--- config.mk ---
export PLATFORM = sky130hd
export DESIGN_NAME = brs_bus_reset_sequencer
export DESIGN_NICKNAME = d
export VERILOG_FILES = /design/src/brs_pkg.sv /design/src/brs_bus_reset_sequencer.sv
export VERILOG_INCLUDE_DIRS = /design/src
export SDC_FILE = /design/constraint.sdc
export NUM_CORES = 1
export LEC_CHECK = 0
export ABC_AREA = 1
export BUFFER_PORTS_ARGS = -buffer_cell sky130_fd_sc_hd__buf_2
export CAP_MARGIN = 25
export CORE_AREA = 3 3 45 47
export CTS_BUF_LIST = sky130_fd_sc_hd__clkbuf_4 sky130_fd_sc_hd__clkbuf_8
export DETAILED_ROUTE_END_ITERATION = 10
export DIE_AREA = 0 0 48 50
export GPL_TIMING_DRIVEN = 1
export HOLD_SLACK_MARGIN = 0.02
export PLACE_DENSITY_LB_ADDON = 0.15
export SLEW_MARGIN = 20
export SYNTH_ARGS = -nofsm -noshare
export SYNTH_HDL_FRONTEND = slang
export SYNTH_SLANG_ARGS = --single-unit
export TNS_END_PERCENT = 20
--- constraint.sdc ---
create_clock -name ref_clk_i -period 3.6 [get_ports ref_clk_i]
set_input_delay 0.54 -clock ref_clk_i [delete_from_list [all_inputs] [get_ports ref_clk_i]]
set_output_delay 0.54 -clock ref_clk_i [all_outputs]
set_load 0.05 [all_outputs]
--- src/brs_cfg.svh ---
// constants for the bus reset sequencer
// assumes inclusion by bare name from the design files
`ifndef BRS_CFG_SVH
`define BRS_CFG_SVH
`define BRS_LO_MOD      250
`define BRS_HI_MOD      40
`define BRS_LO_W        8
`define BRS_HI_W        6
`define BRS_LO_LAST     8'hF9
`define BRS_HI_LAST     6'h27
`define BRS_LO_ZERO     8'h00
`define BRS_HI_ZERO     6'h00
`endif

--- src/brs_pkg.sv ---
// types for the bus reset sequencer
// assumes brs_cfg.svh is on the include path
`include "brs_cfg.svh"
package brs_pkg;
  typedef enum logic [1:0] {
    BRS_IDLE  = 2'b00,
    BRS_COUNT = 2'b01,
    BRS_RUN   = 2'b11
  } brs_state_e;

  typedef struct packed {
    brs_state_e                 state;
    logic [`BRS_LO_W-1:0]       lo;
    logic [`BRS_HI_W-1:0]       hi;
    logic                       err_pulse;
  } brs_s;
endpackage
--- src/brs_bus_reset_sequencer.sv ---
// bus reset sequencer with shared watchdog counter chain
// assumes bus inputs already synchronous to ref_clk_i
//
// What this block does
// [RQ1] run input drops on every system reset
// [RQ2] run low: gate closed, chain held cleared
// [RQ3] run high after reset enters counting state
// [RQ4] counting: chain runs, errors suppressed, reset strobe
// [RQ5] stay counting until chain terminal count
// [RQ6] terminal count: gate opens, enter run state
// [RQ7] leaving count releases strobe, busy retriggers
// [RQ8] run state held until run drops
// [RQ9] mod-250 chain enables mod-40, 10000 cycles
// [RQ10] in run, busy assertion starts chain
// [RQ11] in run, busy low holds chain cleared
// [RQ12] busy at terminal count pulses error, ready
// [RQ13] registers on rising clock, chain from zero
`timescale 1ns/1ps
`include "brs_cfg.svh"
module brs_bus_reset_sequencer #(
  // counter chain moduli, low stage first
  parameter int LO_MOD = `BRS_LO_MOD,
  parameter int HI_MOD = `BRS_HI_MOD
) (
  // clock and reset
  input  wire logic ref_clk_i,
  input  wire logic sys_rst_i,
  // system control
  input  wire logic run_i,
  input  wire logic bus_busy_i,
  // bus outputs, active high here
  output logic      bus_reset_o,
  output logic      bus_err_o,
  output logic      bus_rdy_o,
  output logic      bus_rty_o,
  output logic      busy_gate_o,
  output logic      interval_active_o,
  output logic      chain_terminal_count_o
);

  // stage widths come from the shared header so the state struct matches
  localparam int LO_W = `BRS_LO_W;
  localparam int HI_W = `BRS_HI_W;

  // last value of each stage; a modulus too big for its width wraps early
  localparam logic [LO_W-1:0] LO_LAST = LO_W'(LO_MOD - 1);
  localparam logic [HI_W-1:0] HI_LAST = HI_W'(HI_MOD - 1);

  // clear values and unit steps of each stage
  localparam logic [LO_W-1:0] LO_CLR  = `BRS_LO_ZERO;
  localparam logic [HI_W-1:0] HI_CLR  = `BRS_HI_ZERO;
  localparam logic [LO_W-1:0] LO_STEP = LO_W'(1);
  localparam logic [HI_W-1:0] HI_STEP = HI_W'(1);

  // state decodes, each used only by an output; the chain control decodes the state itself
  function automatic logic is_counting(input brs_pkg::brs_state_e st);
    is_counting = (st == brs_pkg::BRS_COUNT);
  endfunction

  function automatic logic is_running(input brs_pkg::brs_state_e st);
    is_running = (st == brs_pkg::BRS_RUN);
  endfunction

  // whether the chain may advance in this state
  function automatic logic chain_enabled(
    input brs_pkg::brs_state_e st,
    input logic                busy
  );
    chain_enabled = 1'b0;
    case (st)
      brs_pkg::BRS_COUNT: begin
        chain_enabled = 1'b1; // RQ4
      end
      brs_pkg::BRS_RUN: begin
        chain_enabled = busy; // RQ10 RQ11
      end
      default: begin
        chain_enabled = 1'b0; // RQ2
      end
    endcase
  endfunction

  brs_pkg::brs_s s_r;
  brs_pkg::brs_s s_nxt;
  logic          lo_last;
  logic          hi_last;
  logic          chain_end;
  logic          chain_run;

  // end of chain is the low stage carry into a high stage on its last value
  assign lo_last   = (s_r.lo == LO_LAST);
  assign hi_last   = (s_r.hi == HI_LAST);
  assign chain_end = lo_last && hi_last; // RQ9

  // busy only reaches the timer through the gate, i.e. in run
  assign chain_run = chain_enabled(s_r.state, bus_busy_i); // RQ2 RQ7 RQ10

  always_comb begin
    s_nxt           = s_r;
    s_nxt.err_pulse = 1'b0;

    // counter chain
    if (!chain_run) begin
      // idle or busy dropped: back to the initial count
      s_nxt.lo = LO_CLR; // RQ11
      s_nxt.hi = HI_CLR;
    end else if (chain_end) begin
      // wrap so a busy held past the end times out again
      s_nxt.lo = LO_CLR; // RQ9
      s_nxt.hi = HI_CLR;
    end else if (lo_last) begin
      // low stage carry enables the high stage for one step
      s_nxt.lo = LO_CLR; // RQ9
      s_nxt.hi = s_r.hi + HI_STEP;
    end else begin
      s_nxt.lo = s_r.lo + LO_STEP;
    end

    // sequencer
    case (s_r.state)
      brs_pkg::BRS_IDLE: begin
        if (run_i) begin
          s_nxt.state = brs_pkg::BRS_COUNT; // RQ3
        end
      end
      brs_pkg::BRS_COUNT: begin
        if (chain_end) begin
          s_nxt.state = brs_pkg::BRS_RUN; // RQ5 RQ6 RQ7
        end
      end
      brs_pkg::BRS_RUN: begin
        if (chain_end && bus_busy_i) begin
          s_nxt.err_pulse = 1'b1; // RQ12
        end
      end
      default: begin
        s_nxt.state = brs_pkg::BRS_IDLE;
      end
    endcase

    // a reset from outside always wins, whatever the state
    if (!run_i) begin
      s_nxt.state     = brs_pkg::BRS_IDLE; // RQ8
      s_nxt.lo        = LO_CLR; // RQ2
      s_nxt.hi        = HI_CLR;
      s_nxt.err_pulse = 1'b0;
    end
  end

  always_ff @(posedge ref_clk_i) begin
    if (sys_rst_i) begin
      s_r.state     <= brs_pkg::BRS_IDLE;
      s_r.lo        <= LO_CLR; // RQ13
      s_r.hi        <= HI_CLR;
      s_r.err_pulse <= 1'b0;
    end else begin
      s_r <= s_nxt; // RQ13
    end
  end

  // strobe and gate are plain decodes of the state register
  assign interval_active_o      = is_counting(s_r.state); // RQ3
  assign bus_reset_o            = is_counting(s_r.state); // RQ4 RQ7
  assign busy_gate_o            = is_running(s_r.state); // RQ6

  // error pulse is only ever set in run, so counting suppresses it
  assign bus_err_o              = s_r.err_pulse; // RQ4 RQ12
  assign bus_rdy_o              = s_r.err_pulse; // RQ12

  // retry is never raised by this block
  assign bus_rty_o              = 1'b0; // RQ4

  // limitation: a decode of the counters, not a flip-flop of its own
  assign chain_terminal_count_o = chain_end; // RQ9

endmodule

# Yosys cells after proc, flatten, opt, wreduce, memory -nomap -nowiden
# Cells that the tools add are included.
# op_classes
bitwise_logic	3
muxes	4
add_sub_neg	2
reduce_logical	8
n_eq_ne	5
# ops
operator	n
adder 8 x 1 -> 8 bit, second input constant	1
equality test 8 bit, second input constant	1
adder 6 x 1 -> 6 bit, second input constant	1
equality test 6 bit, second input constant	1
one-hot mux 2 bit (3 select lines)	1
OR reduction 5 bit	1
OR reduction 4 bit	1
inverter 1 bit	3
OR reduction 3 bit	1
equality test 2 x 1 -> 1 bit, second input constant	1
equality test 2 bit, second input constant	1
logical AND 1 bit	2
zero test 2 bit	1
two-way mux 2 bit	1
!= test 2 x 1 -> 1 bit, second input constant	1
one-hot mux 1 bit (2 select lines)	1
AND reduction 2 bit	1
OR reduction 2 bit	1
two-way mux 1 bit	1
# totals
input_bits	4
reg_bits	17
wordCells	26

# Logic depth before layout (Yosys ltp)
# Gate-level depths: netlist of run 1.
# depth
word_depth	4
mapped_depth	7

# Worst setup path after synthesis of run 1
# OpenSTA, ideal clock, no wires.
# synth_timing
kind	register -> output
from	register s_r[15] (netlist bit)
to	output port interval_active_o
path_buffers	1
required_time_ns	3.060
path_slack_ns	1.689
path_stages_with_launch	4
t_arrival_ns	1.371
cell_sequence	dfxtp_1 -> inv_1 -> nor2_1 -> buf_4
# synth_between
elab_chain_cells	1
# synth_lines
item	line	source
start: declaration	brs_bus_reset_sequencer.sv:83	brs_pkg::brs_s s_r;
start signal: assignment	brs_bus_reset_sequencer.sv:157	s_r <= s_nxt;
equality test 2 x 1 -> 1 bit	-	
end: declaration	brs_bus_reset_sequencer.sv:37	output logic interval_active_o,
# Every way passes these cells.

# Final worst setup path of run 1
# layout_timing
from	register s_r[7] (netlist bit)
to	output port chain_terminal_count_o
# layout_between
elab_chain_cells	2
# layout_lines
item	line	source
equality test 8 bit	brs_bus_reset_sequencer.sv:91	assign lo_last = (s_r.lo == LO_LAST);
logical AND 1 bit	brs_bus_reset_sequencer.sv:93	assign chain_end = lo_last && hi_last;
end: declaration	brs_bus_reset_sequencer.sv:38	output logic chain_terminal_count_o
# Every way passes these cells.

==> key figures, run 1 <==
Outcome
  – Outcome: finished clean

Flow run
  – Max-cap violations: 0

Route
  – Avg Vias per Cell: 4.940
  – DRT Wirelength: 1411 um
  – DRC: 0
  – WL per Instance: 10.53 um
  – DR vias: 662
  – Routed length on met1: 655 um
  – Met3 wire len: 56 um
  – Top Layer Used: met3
  – Final antenna-violating net count: 0
  – Routed wl met2: 699 um
  – Iteration-0 DRC Markers: 17
  – TritonRoute pass-1 iters: 4

GRT
  – Total gr overflow: 0
  – Tot GR Track Use: 14.66%
  – Antenna violations before repair: 0
  – First-pass GRT wire length: 2546 um
  – Largest net degree at the start of global routing: 11
  – Vias in the first global route: 612

Floorplan
  – Initial Utilization: 51.26%
  – Full die area: 2400 sq um
  – I/O pins: 11
  – Die Ht: 50 um
  – Floorplan row count: 15
  – Core area: 1689 sq um
  – DIE WIDTH: 48 um

Logic synthesis
  – Count leader, synth: nand2_1
  – EDFF count, synth: 0
  – Yosys top cell by area: dfxtp_1
  – Synthesis Warnings: 0
  – Post-Syn Area: 865.8 sq um
  – Synth top area share: 39.31%
  – Synthesized instance count: 107
  – Top cells by count, synth: nand2_1 (25), dfxtp_1 (17), nor2_1 (15), inv_1 (10), nand3_1 (7)
  – Syn nets: 114
  – Async SR Flop Fraction: 0%
  – Post-Synthesis Mean Instance Area: 8.092 sq um
  – Post-synthesis sequential area ratio: 39.31%
  – Post-synthesis register bit count: 17
  – Area contributors post-synth: dfxtp_1 (39%), nand2_1 (11%), nor2_1 (6.5%), xnor2_1 (5.1%), ha_1 (4.3%)
  – Count of cell types in the netlist: 20
  – Top FF cell, synth: dfxtp_1

STA
  – Final worst path period share: 60.93%
  – Final hold vios: 0
  – Final worst slack: 1407 ps
  – Setup tns final: 0 ps
  – Unrepaired setup endpoints after global routing: false
  – Max Clock Freq: 455.9 MHz
  – Final Skew: 4.676 ps
  – Final setup viols: 0
  – Hold WS: 473.1 ps
  – Final Slew Violations: 0
  – Min Tclk post-route: 2193 ps

Placed design
  – Setup WS pre-CTS: 1712 ps
  – IO buf count: 9
  – GP Congestion: 0.8249
  – Dpl hpwl: 1092 um

Critical path
  – WP depth: 6
  – Reg2reg end: s_r[14]
  – Worst endpoint required time: 3060 ps
  – Worst R2R Path Depth: 6
  – FF-to-FF Start: s_r[7]
  – Arrival time worst endpoint: 1650 ps
  – Critical path's slowest cell: dfxtp_1
  – CP Cell Sequence: ha_1 -> nand3b_4 -> nor2_8 -> nand3_4 -> inv_1 -> buf_2
  – Cell family with most CP delay: simple AND/OR/NAND/NOR gates
  – CP startpoint: s_r[7]
  – Startpoint types: register
  – R2R setup slack: 2260 ps
  – Critical path class: reg2out
  – Element type at the critical path end: primary output
  – CP bufs+invs: 2
  – Max incr delay on CP: 390 ps
  – CP Max Fanout: 8
  – CP endpoint: chain_terminal_count_o

Clock network
  – Inserted Clock Buffers: 3
  – Root buffer cell: clkbuf_4
  – CTS tree: done
  – Hold_buf cts: 0
  – CTS sink count: 17
  – Worst-Skew Late Latency: 290 ps
  – Clock slew at reported path FFs: 90 ps
  – # Post-CTS Setup Buffers: 0
  – Clock Path Buffers: 2
  – CTS H-tree depth: 1
  – Post-CTS sizing: 0

Layout
  – Nets: 125
  – Finished Core Util: 55.48%
  – Syn-to-layout area delta: 8.237%
  – # diodes: 0
  – Share of post-route cells with drive strength above 1: 18.80%

Worst hold path
  – Hold crit path type: reg2reg

Power and ir drop
  – Cell area power density: 327.0 nW/um^2
  – Worst vdd ir: 269.1 uV
  – Design Power: 306.5 uW
  – Lkg Pwr: 0.0004410 uW
## layer usage
layer	vias to the layer above	global-route usage (%)
li1	350	-
met1	299	18.76
met5	-	0
met3	0	6.569
met4	0	4.933
met2	13	21.37
## final cells by class
| class | instances | area (sq um) |
|---|---|---|
| Sequential cell | 17 | 340.3 |
| Clock buffer | 3 | 22.52 |
| Inverter | 11 | 41.29 |
| Tap cell | 17 | 21.27 |
| Clock inverter | 1 | 5.005 |
| Timing Repair Buffer | 9 | 45.04 |
| Fill cell | 164 | 752.0 |
| Multi-Input combinational cell | 76 | 461.7 |
## registers in the layout, summed over array words and instances, names as in the netlist
| signal | cells |
|---|---|
| bus_err_o | 1 |
| s_r | 16 |
## worst register-to-register path: cells and delay by family (launching register included)
family | cells | cell delay, ps
adders and majority gates | 1 | 220
DFF | 1 | 390
and+or+nand+nor | 5 | 650
## report_power, final
part           internal [uW]  switching [uW]
Combinational           4.53            13.9
Sequential               189            1.01
Clock                   41.3            56.5
## cell families after synthesis
| kind of cell | after synthesis | synth area share [%] |
|---|---|---|
| AOI/OAI and AO/OA | 6 | 3.468 |
| xor gates and xnor gates | 9 | 9.103 |
| buffers and inverters | 14 | 7.370 |
| adders and majority gates | 3 | 4.336 |
| other | 1 | 0.4331 |
| and+or+nand+nor | 57 | 35.98 |
| DFF | 17 | 39.31 |
## worst min-delay path by stage
stage,startpoint,endpoint,slack (ps),depth (start not counted)
global route,s_r[7],s_r[7],500,1
CTS,s_r[7],s_r[7],480,1
global placement,s_r[7],s_r[7],450,1
detailed placement,s_r[7],s_r[7],460,1
floorplan,s_r[7],s_r[7],430,1
finish,s_r[7],s_r[7],470,1
## stage by stage
stage	cells	instance area (sq um)
after floorplan	107	865.8
final	134	937.1
after global placement	130	909.6
after CTS	134	937.1
after global routing	134	937.1
after detailed placement	130	909.6
## placed cells by master, fill, tap and decap left out, types with 2 or more instances in the layout
cell,instances
buf_2,9
xor2_1,4
xnor2_1,5
nor2_1,15
a21oi_1,6
nand3_4,2
nand3_1,7
ha_1,3
nand2_1,25
inv_1,10
dfxtp_1,17
nand4_1,2
clkbuf_4,3
Power figures use the tool's default switching activity.
==> run 2: changes to the inputs <==
--- a/config.mk
+++ b/config.mk
@@ -6,13 +6,13 @@
 export SDC_FILE = /design/constraint.sdc
 export NUM_CORES = 1
 export LEC_CHECK = 0
-export ABC_AREA = 1
+export ABC_AREA = 0
 export BUFFER_PORTS_ARGS = -buffer_cell sky130_fd_sc_hd__buf_2
 export CAP_MARGIN = 25
-export CORE_AREA = 3 3 45 47
+export CORE_AREA = 3 3 43 45
 export CTS_BUF_LIST = sky130_fd_sc_hd__clkbuf_4 sky130_fd_sc_hd__clkbuf_8
 export DETAILED_ROUTE_END_ITERATION = 10
-export DIE_AREA = 0 0 48 50
+export DIE_AREA = 0 0 46 48
 export GPL_TIMING_DRIVEN = 1
 export HOLD_SLACK_MARGIN = 0.02
 export PLACE_DENSITY_LB_ADDON = 0.15
==> constraint.sdc (replaced) <==
create_clock -name ref_clk_i -period 2.1 [get_ports ref_clk_i]
set_input_delay 0.315 -clock ref_clk_i [delete_from_list [all_inputs] [get_ports ref_clk_i]]
set_output_delay 0.315 -clock ref_clk_i [all_outputs]
set_load 0.05 [all_outputs]
==> run 2 against run 1 <==
Net effect:
- sequential power increased by 71%
- worst setup slack lost 1300 ps
- register-to-register slack worse by 1700 ps
- synthesized cell count decreased by 21%
- flip-flop and latch count did not move
- combinational power grew 23%
- largest cell class unchanged
==> key figures, run 2 <==
GRT
  – Largest net degree at the start of global routing: 10
  – Tot GR Track Use: 13.37%
  – Antenna violations before repair: 0
  – Vias in the first global route: 511
  – First-pass GRT wire length: 2056 um
  – Total gr overflow: 0

Worst hold path
  – WHS Endpoint: s_r[15]
  – Min-Delay Path Depth: 2
  – Min-delay src: sys_rst_i
  – Hold crit path type: in2reg

STA
  – Setup tns final: 0 ps
  – Final Skew: 1.021 ps
  – Worst Max-Slew Pin Slew: 523.9 ps
  – Final worst path period share: 93.29%
  – Final Slew Violations: 0
  – Min Tclk post-route: 1959 ps
  – Unrepaired setup endpoints after global routing: false
  – Final hold vios: 0
  – Worst slew margin: 64.84%
  – Max Clock Freq: 510.4 MHz
  – Final setup viols: 0

Clock network
  – Worst-Skew Late Latency: 280 ps
  – CTS sink count: 17
  – Clock slew at reported path FFs: 90 ps
  – # Post-CTS Setup Buffers: 0
  – Root buffer cell: clkbuf_4
  – Clock Path Buffers: 2
  – CTS tree: done
  – Inserted Clock Buffers: 3
  – CTS H-tree depth: 1

Logic synthesis
  – Synthesized instance count: 84
  – Area contributors post-synth: dfxtp_1 (43%), xnor2_1 (10%), nor2_1 (8.1%), ha_1 (4.7%), buf_4 (2.8%)
  – Top cells by count, synth: dfxtp_1 (17), nor2_1 (17), xnor2_1 (9), inv_1 (4), nand3_1 (4)
  – EDFF count, synth: 0
  – Synth top area share: 42.97%
  – Post-Synthesis Mean Instance Area: 9.429 sq um
  – Post-synthesis sequential area ratio: 42.97%
  – Synthesis Warnings: 0
  – Top FF cell, synth: dfxtp_1
  – Yosys top cell by area: dfxtp_1
  – Syn nets: 91
  – Async SR Flop Fraction: 0%
  – Post-synthesis register bit count: 17
  – Post-Syn Area: 792.0 sq um
  – Count of cell types in the netlist: 28

Route
  – DR vias: 561
  – Routed length on met1: 532 um
  – TritonRoute pass-1 iters: 4
  – Final antenna-violating net count: 0
  – WL per Instance: 10.45 um
  – DRC: 0
  – Top Layer Used: met4
  – Avg Vias per Cell: 5.100
  – Routed wl met2: 511 um
  – Met3 wire len: 75 um
  – DRT Wirelength: 1149 um
  – Iteration-0 DRC Markers: 7

Layout
  – Final std cells w/o fill: 110
  – Syn-to-layout area delta: 9.479%
  – Biggest register: s_r
  – Most frequent cells in the layout: nor2_1 (17), dfxtp_1 (17), xnor2_1 (9)
  – # diodes: 0
  – Largest register FFs: 16
  – Share of post-route cells with drive strength above 1: 19.15%
  – Nets: 102

Critical path
  – Reg2reg end: s_r[14]
  – Worst endpoint required time: 1780 ps
  – CP Max Fanout: 8
  – Element type at the critical path end: primary output
  – Arrival time worst endpoint: 1640 ps
  – Startpoint types: register
  – FF-to-FF Start: s_r[7]
  – Worst R2R Path Depth: 4
  – R2R setup slack: 610 ps
  – Critical path class: reg2out

Placed design
  – Dpl hpwl: 882.4 um
  – IO buf count: 9
  – Post-Place Cells: 106
  – GP Congestion: 0.6702

Floorplan
  – I/O pins: 11
  – DIE WIDTH: 46 um
  – Full die area: 2208 sq um
  – Floorplan row count: 14
  – Core area: 1506 sq um
  – Initial Utilization: 52.57%
  – Die Ht: 48 um

Flow run
  – Max-cap violations: 0

Outcome
  – Outcome: finished clean

Power and ir drop
  – Design Power: 530.2 uW
  – Worst vdd ir: 379.5 uV
  – Cell area power density: 611.4 nW/um^2
  – Lkg Pwr: 0.0003263 uW
-- run 2: cell types whose count changed in the layout (fill, tap and decap cells not counted), moves of 2 or more --
cell,change
nor3_1,+3
clkbuf_4,+2
xor2_1,-2
nand2_1,-22
nand3_1,-3
nand3_4,-2
inv_1,-6
nor2b_1,+2
xnor2_1,+4
nor2_1,+2
a21oi_1,-5
-- run 2: critical path: stages (launching register included) --
cell and delay [ps]:
dfxtp_1 390, ha_1 180, nand3b_2 180, nor4_4 310, clkbuf_4 290
-- run 2: logic make-up (layout without fill, tap and decap cells) --
logic type                 Yosys count  in the layout  share of synthesized area, %
and+or+nand+nor                     40             40                         31.12
other                                1              1                        0.4735
buffers and inverters                7             17                         4.739
DFF                                 17             17                         42.97
adders and majority gates            3              3                         4.740
xor gates and xnor gates            11             11                         12.17
AOI/OAI and AO/OA                    5              5                         3.790
-- run 2: stage by stage --
| stage | hold WS [ps] | area (sq um) | util (%) | worst slack, ps |
|---|---|---|---|---|
| 3_3_place_gp | 451.0 | 834.6 | 55.40 | 469.4 |
| 6_report | 190.8 | 867.1 | 57.56 | 140.8 |
| 4_1_cts | 184.3 | 864.6 | 57.39 | 100.6 |
| 3_5_place_dp | 477.4 | 834.6 | 55.40 | 436.3 |
| 2_1_floorplan | 391.1 | 792.0 | - | 272.9 |
| 5_1_grt | 194.2 | 867.1 | 57.56 | 4.848 |
-- run 2: timing repair --
action,4_1_cts,5_1_grt
endpoints found under the setup margin,0,1
gates resized for setup,0,1
hold buffers,0,0
-- run 2: worst max path at each step --
stage | from | to | slack (ps) | depth (start not counted)
after floorplan | s_r[7] | s_r[1] | 270 | 5
after global placement | s_r[7] | chain_terminal_count_o | 470 | 4
after detailed placement | s_r[7] | chain_terminal_count_o | 440 | 4
after CTS | s_r[7] | chain_terminal_count_o | 100 | 4
after global routing | s_r[7] | chain_terminal_count_o | 5 | 4
final | s_r[7] | chain_terminal_count_o | 140 | 4
-- run 2: power by group --
part | switching, uW | internal (uW)
Clock | 95.7 | 86.8
Combinational | 16.7 | 5.99
Sequential | 1.30 | 324
Total | 114 | 416
-- run 2: per-layer routing --
layer | track usage, % | vias up
li1 | - | 294
met1 | 14.73 | 249
met2 | 21.15 | 14
met3 | 6.767 | 4
met4 | 6.818 | 0
met5 | 0 | -
-- run 2: final cells by class --
type | count | area, sq um
well taps | 16 | 20.02
multi-input cells | 60 | 414.1
inverters | 4 | 15.01
flip-flops and latches | 17 | 340.3
fillers | 148 | 639.4
clock buffers | 4 | 30.03
repair buffers | 9 | 47.55
==> run 3: changes to the inputs <==
--- a/config.mk
+++ b/config.mk
@@ -10,12 +10,13 @@
 export BUFFER_PORTS_ARGS = -buffer_cell sky130_fd_sc_hd__buf_2
 export CAP_MARGIN = 25
 export CORE_AREA = 3 3 43 45
-export CTS_BUF_LIST = sky130_fd_sc_hd__clkbuf_4 sky130_fd_sc_hd__clkbuf_8
+export CTS_BUF_LIST = sky130_fd_sc_hd__clkbuf_16
 export DETAILED_ROUTE_END_ITERATION = 10
 export DIE_AREA = 0 0 46 48
 export GPL_TIMING_DRIVEN = 1
 export HOLD_SLACK_MARGIN = 0.02
 export PLACE_DENSITY_LB_ADDON = 0.15
+export RECOVER_POWER = 100
 export SLEW_MARGIN = 20
 export SYNTH_ARGS = -nofsm -noshare
 export SYNTH_HDL_FRONTEND = slang
==> run 3 against run 2 <==
Net effect:
- wire length fell by 0.17%
- sequential power is essentially flat
- non-clock buffer count is the same
- highest routed layer unchanged
==> key figures, run 3 (synthesized netlist as in run 2, its figures left out) <==
Outcome
  – Outcome: finished clean

Worst hold path
  – Hold crit path type: in2reg
  – Min-delay src: sys_rst_i

GRT
  – Vias in the first global route: 495
  – First-pass GRT wire length: 1980 um
  – Busiest grt layer: met2
  – Antenna violations before repair: 0
  – Met2 Usage GRT: 20.05%
  – Met1 usage: 14.29%
  – Total gr overflow: 0
  – Met3 Track Usage GR: 6.767%
  – Tot GR Track Use: 12.91%
  – Largest net degree at the start of global routing: 10

Critical path
  – CP bufs+invs: 1
  – Element type at the critical path end: primary output
  – CP Max Fanout: 8
  – FF-to-FF Start: s_r[7]
  – Worst endpoint required time: 1780 ps
  – Critical path's slowest cell: dfxtp_1
  – Arrival time worst endpoint: 1620 ps
  – Critical path class: reg2out
  – Startpoint types: register
  – Cell family with most CP delay: simple AND/OR/NAND/NOR gates
  – CP Cell Sequence: ha_1 -> nand3b_2 -> nor4_4 -> clkbuf_2
  – R2R setup slack: 390 ps
  – Max incr delay on CP: 370 ps
  – CP startpoint: s_r[7]

Clock network
  – CTS H-tree depth: 1
  – Root buffer cell: clkbuf_16
  – Hold_buf cts: 0
  – CTS tree: done
  – Clock slew at reported path FFs: 50 ps
  – Clock Path Buffers: 2
  – Post-CTS sizing: 0
  – Inserted Clock Buffers: 3
  – CTS sink count: 17
  – # Post-CTS Setup Buffers: 0
  – Worst-Skew Late Latency: 250 ps

Floorplan
  – I/O pins: 11
  – Core area: 1506 sq um
  – Initial Utilization: 52.57%
  – Full die area: 2208 sq um
  – DIE WIDTH: 46 um
  – Floorplan row count: 14
  – Die Ht: 48 um

STA
  – Final Slew Violations: 0
  – Final hold vios: 0
  – Unrepaired setup endpoints after global routing: false
  – Worst Max-Slew Pin Slew: 804.7 ps
  – Min Tclk post-route: 1937 ps
  – Setup tns final: 0 ps
  – Max Clock Freq: 516.3 MHz
  – Final Skew: 3.809 ps
  – Worst slew margin: 45.79%
  – Final setup viols: 0
  – Final worst path period share: 92.24%

Layout
  – Most frequent cells in the layout: nor2_1 (17), dfxtp_1 (17), xnor2_1 (9)
  – Nets: 102
  – # diodes: 0
  – Share of post-route cells with drive strength above 1: 11.70%
  – Syn-to-layout area delta: 14.22%
  – Design area: 904.6 sq um
  – Biggest register: s_r
  – Largest register FFs: 16
  – Fill count: 142

Placed design
  – GP Congestion: 0.6702
  – IO buf count: 9
  – Dpl hpwl: 882.4 um
  – DP Area: 834.6 sq um

Power and ir drop
  – Lkg Pwr: 0.0003294 uW
  – Worst vdd ir: 623.7 uV
  – Cell area power density: 792.1 nW/um^2

Route
  – Avg Vias per Cell: 5.000
  – DR vias: 550
  – Iteration-0 DRC Markers: 10
  – DRC: 0
  – TritonRoute pass-1 iters: 3
  – WL per Instance: 10.43 um
  – Final antenna-violating net count: 0
  – DRT Wirelength: 1147 um

Flow run
  – Max-cap violations: 0
run 3: where the power goes:
part | switching [uW] | internal, uW | total [uW]
sequential | 1.27 | 325 | 326
combinational | 16.7 | 5.29 | 22.0
clock | 116 | 252 | 368
run 3: cell type report:
type                    count  area (sq um)  share of cell area, %
clock buffers               3         75.07                  8.299
clock inverters             1         3.754                 0.4149
inverters                   4         15.01                  1.660
multi-input cells          60         411.6                  45.50
flip-flops and latches     17         340.3                  37.62
well taps                  16         20.02                  2.213
repair buffers              9         38.79                  4.288
run 3: path summary, 6_finish.rpt:
path                            endpoint  cells after the start
setup / recovery  chain_terminal_count_o                      4
hold / removal                   s_r[15]                      2
setup reg to reg                 s_r[14]                      4
hold reg to reg                   s_r[7]                      1
run 3: per-layer routing:
layer / wire, um / vias to the layer above
met2: 502 / 12
met5: 0 / -
li1: - / 295
met4: 12 / 0
met1: 541 / 241
met3: 91 / 2
run 3: stage by stage:
stage / std cells / total power, uW / hold slack [ps] / util, % / worst slack (ps)
4_1_cts: 110 / 727.5 / 241.5 / 60.63 / 169.8
2_1_floorplan: 84 / 351.9 / 391.1 / - / 272.9
3_3_place_gp: 106 / 355.0 / 451.0 / 55.40 / 469.4
6_report: 110 / 716.5 / 238.6 / 60.05 / 163.0
3_5_place_dp: 106 / 355.6 / 477.4 / 55.40 / 436.3
5_1_grt: 110 / 739.0 / 260.7 / 60.05 / 56.89
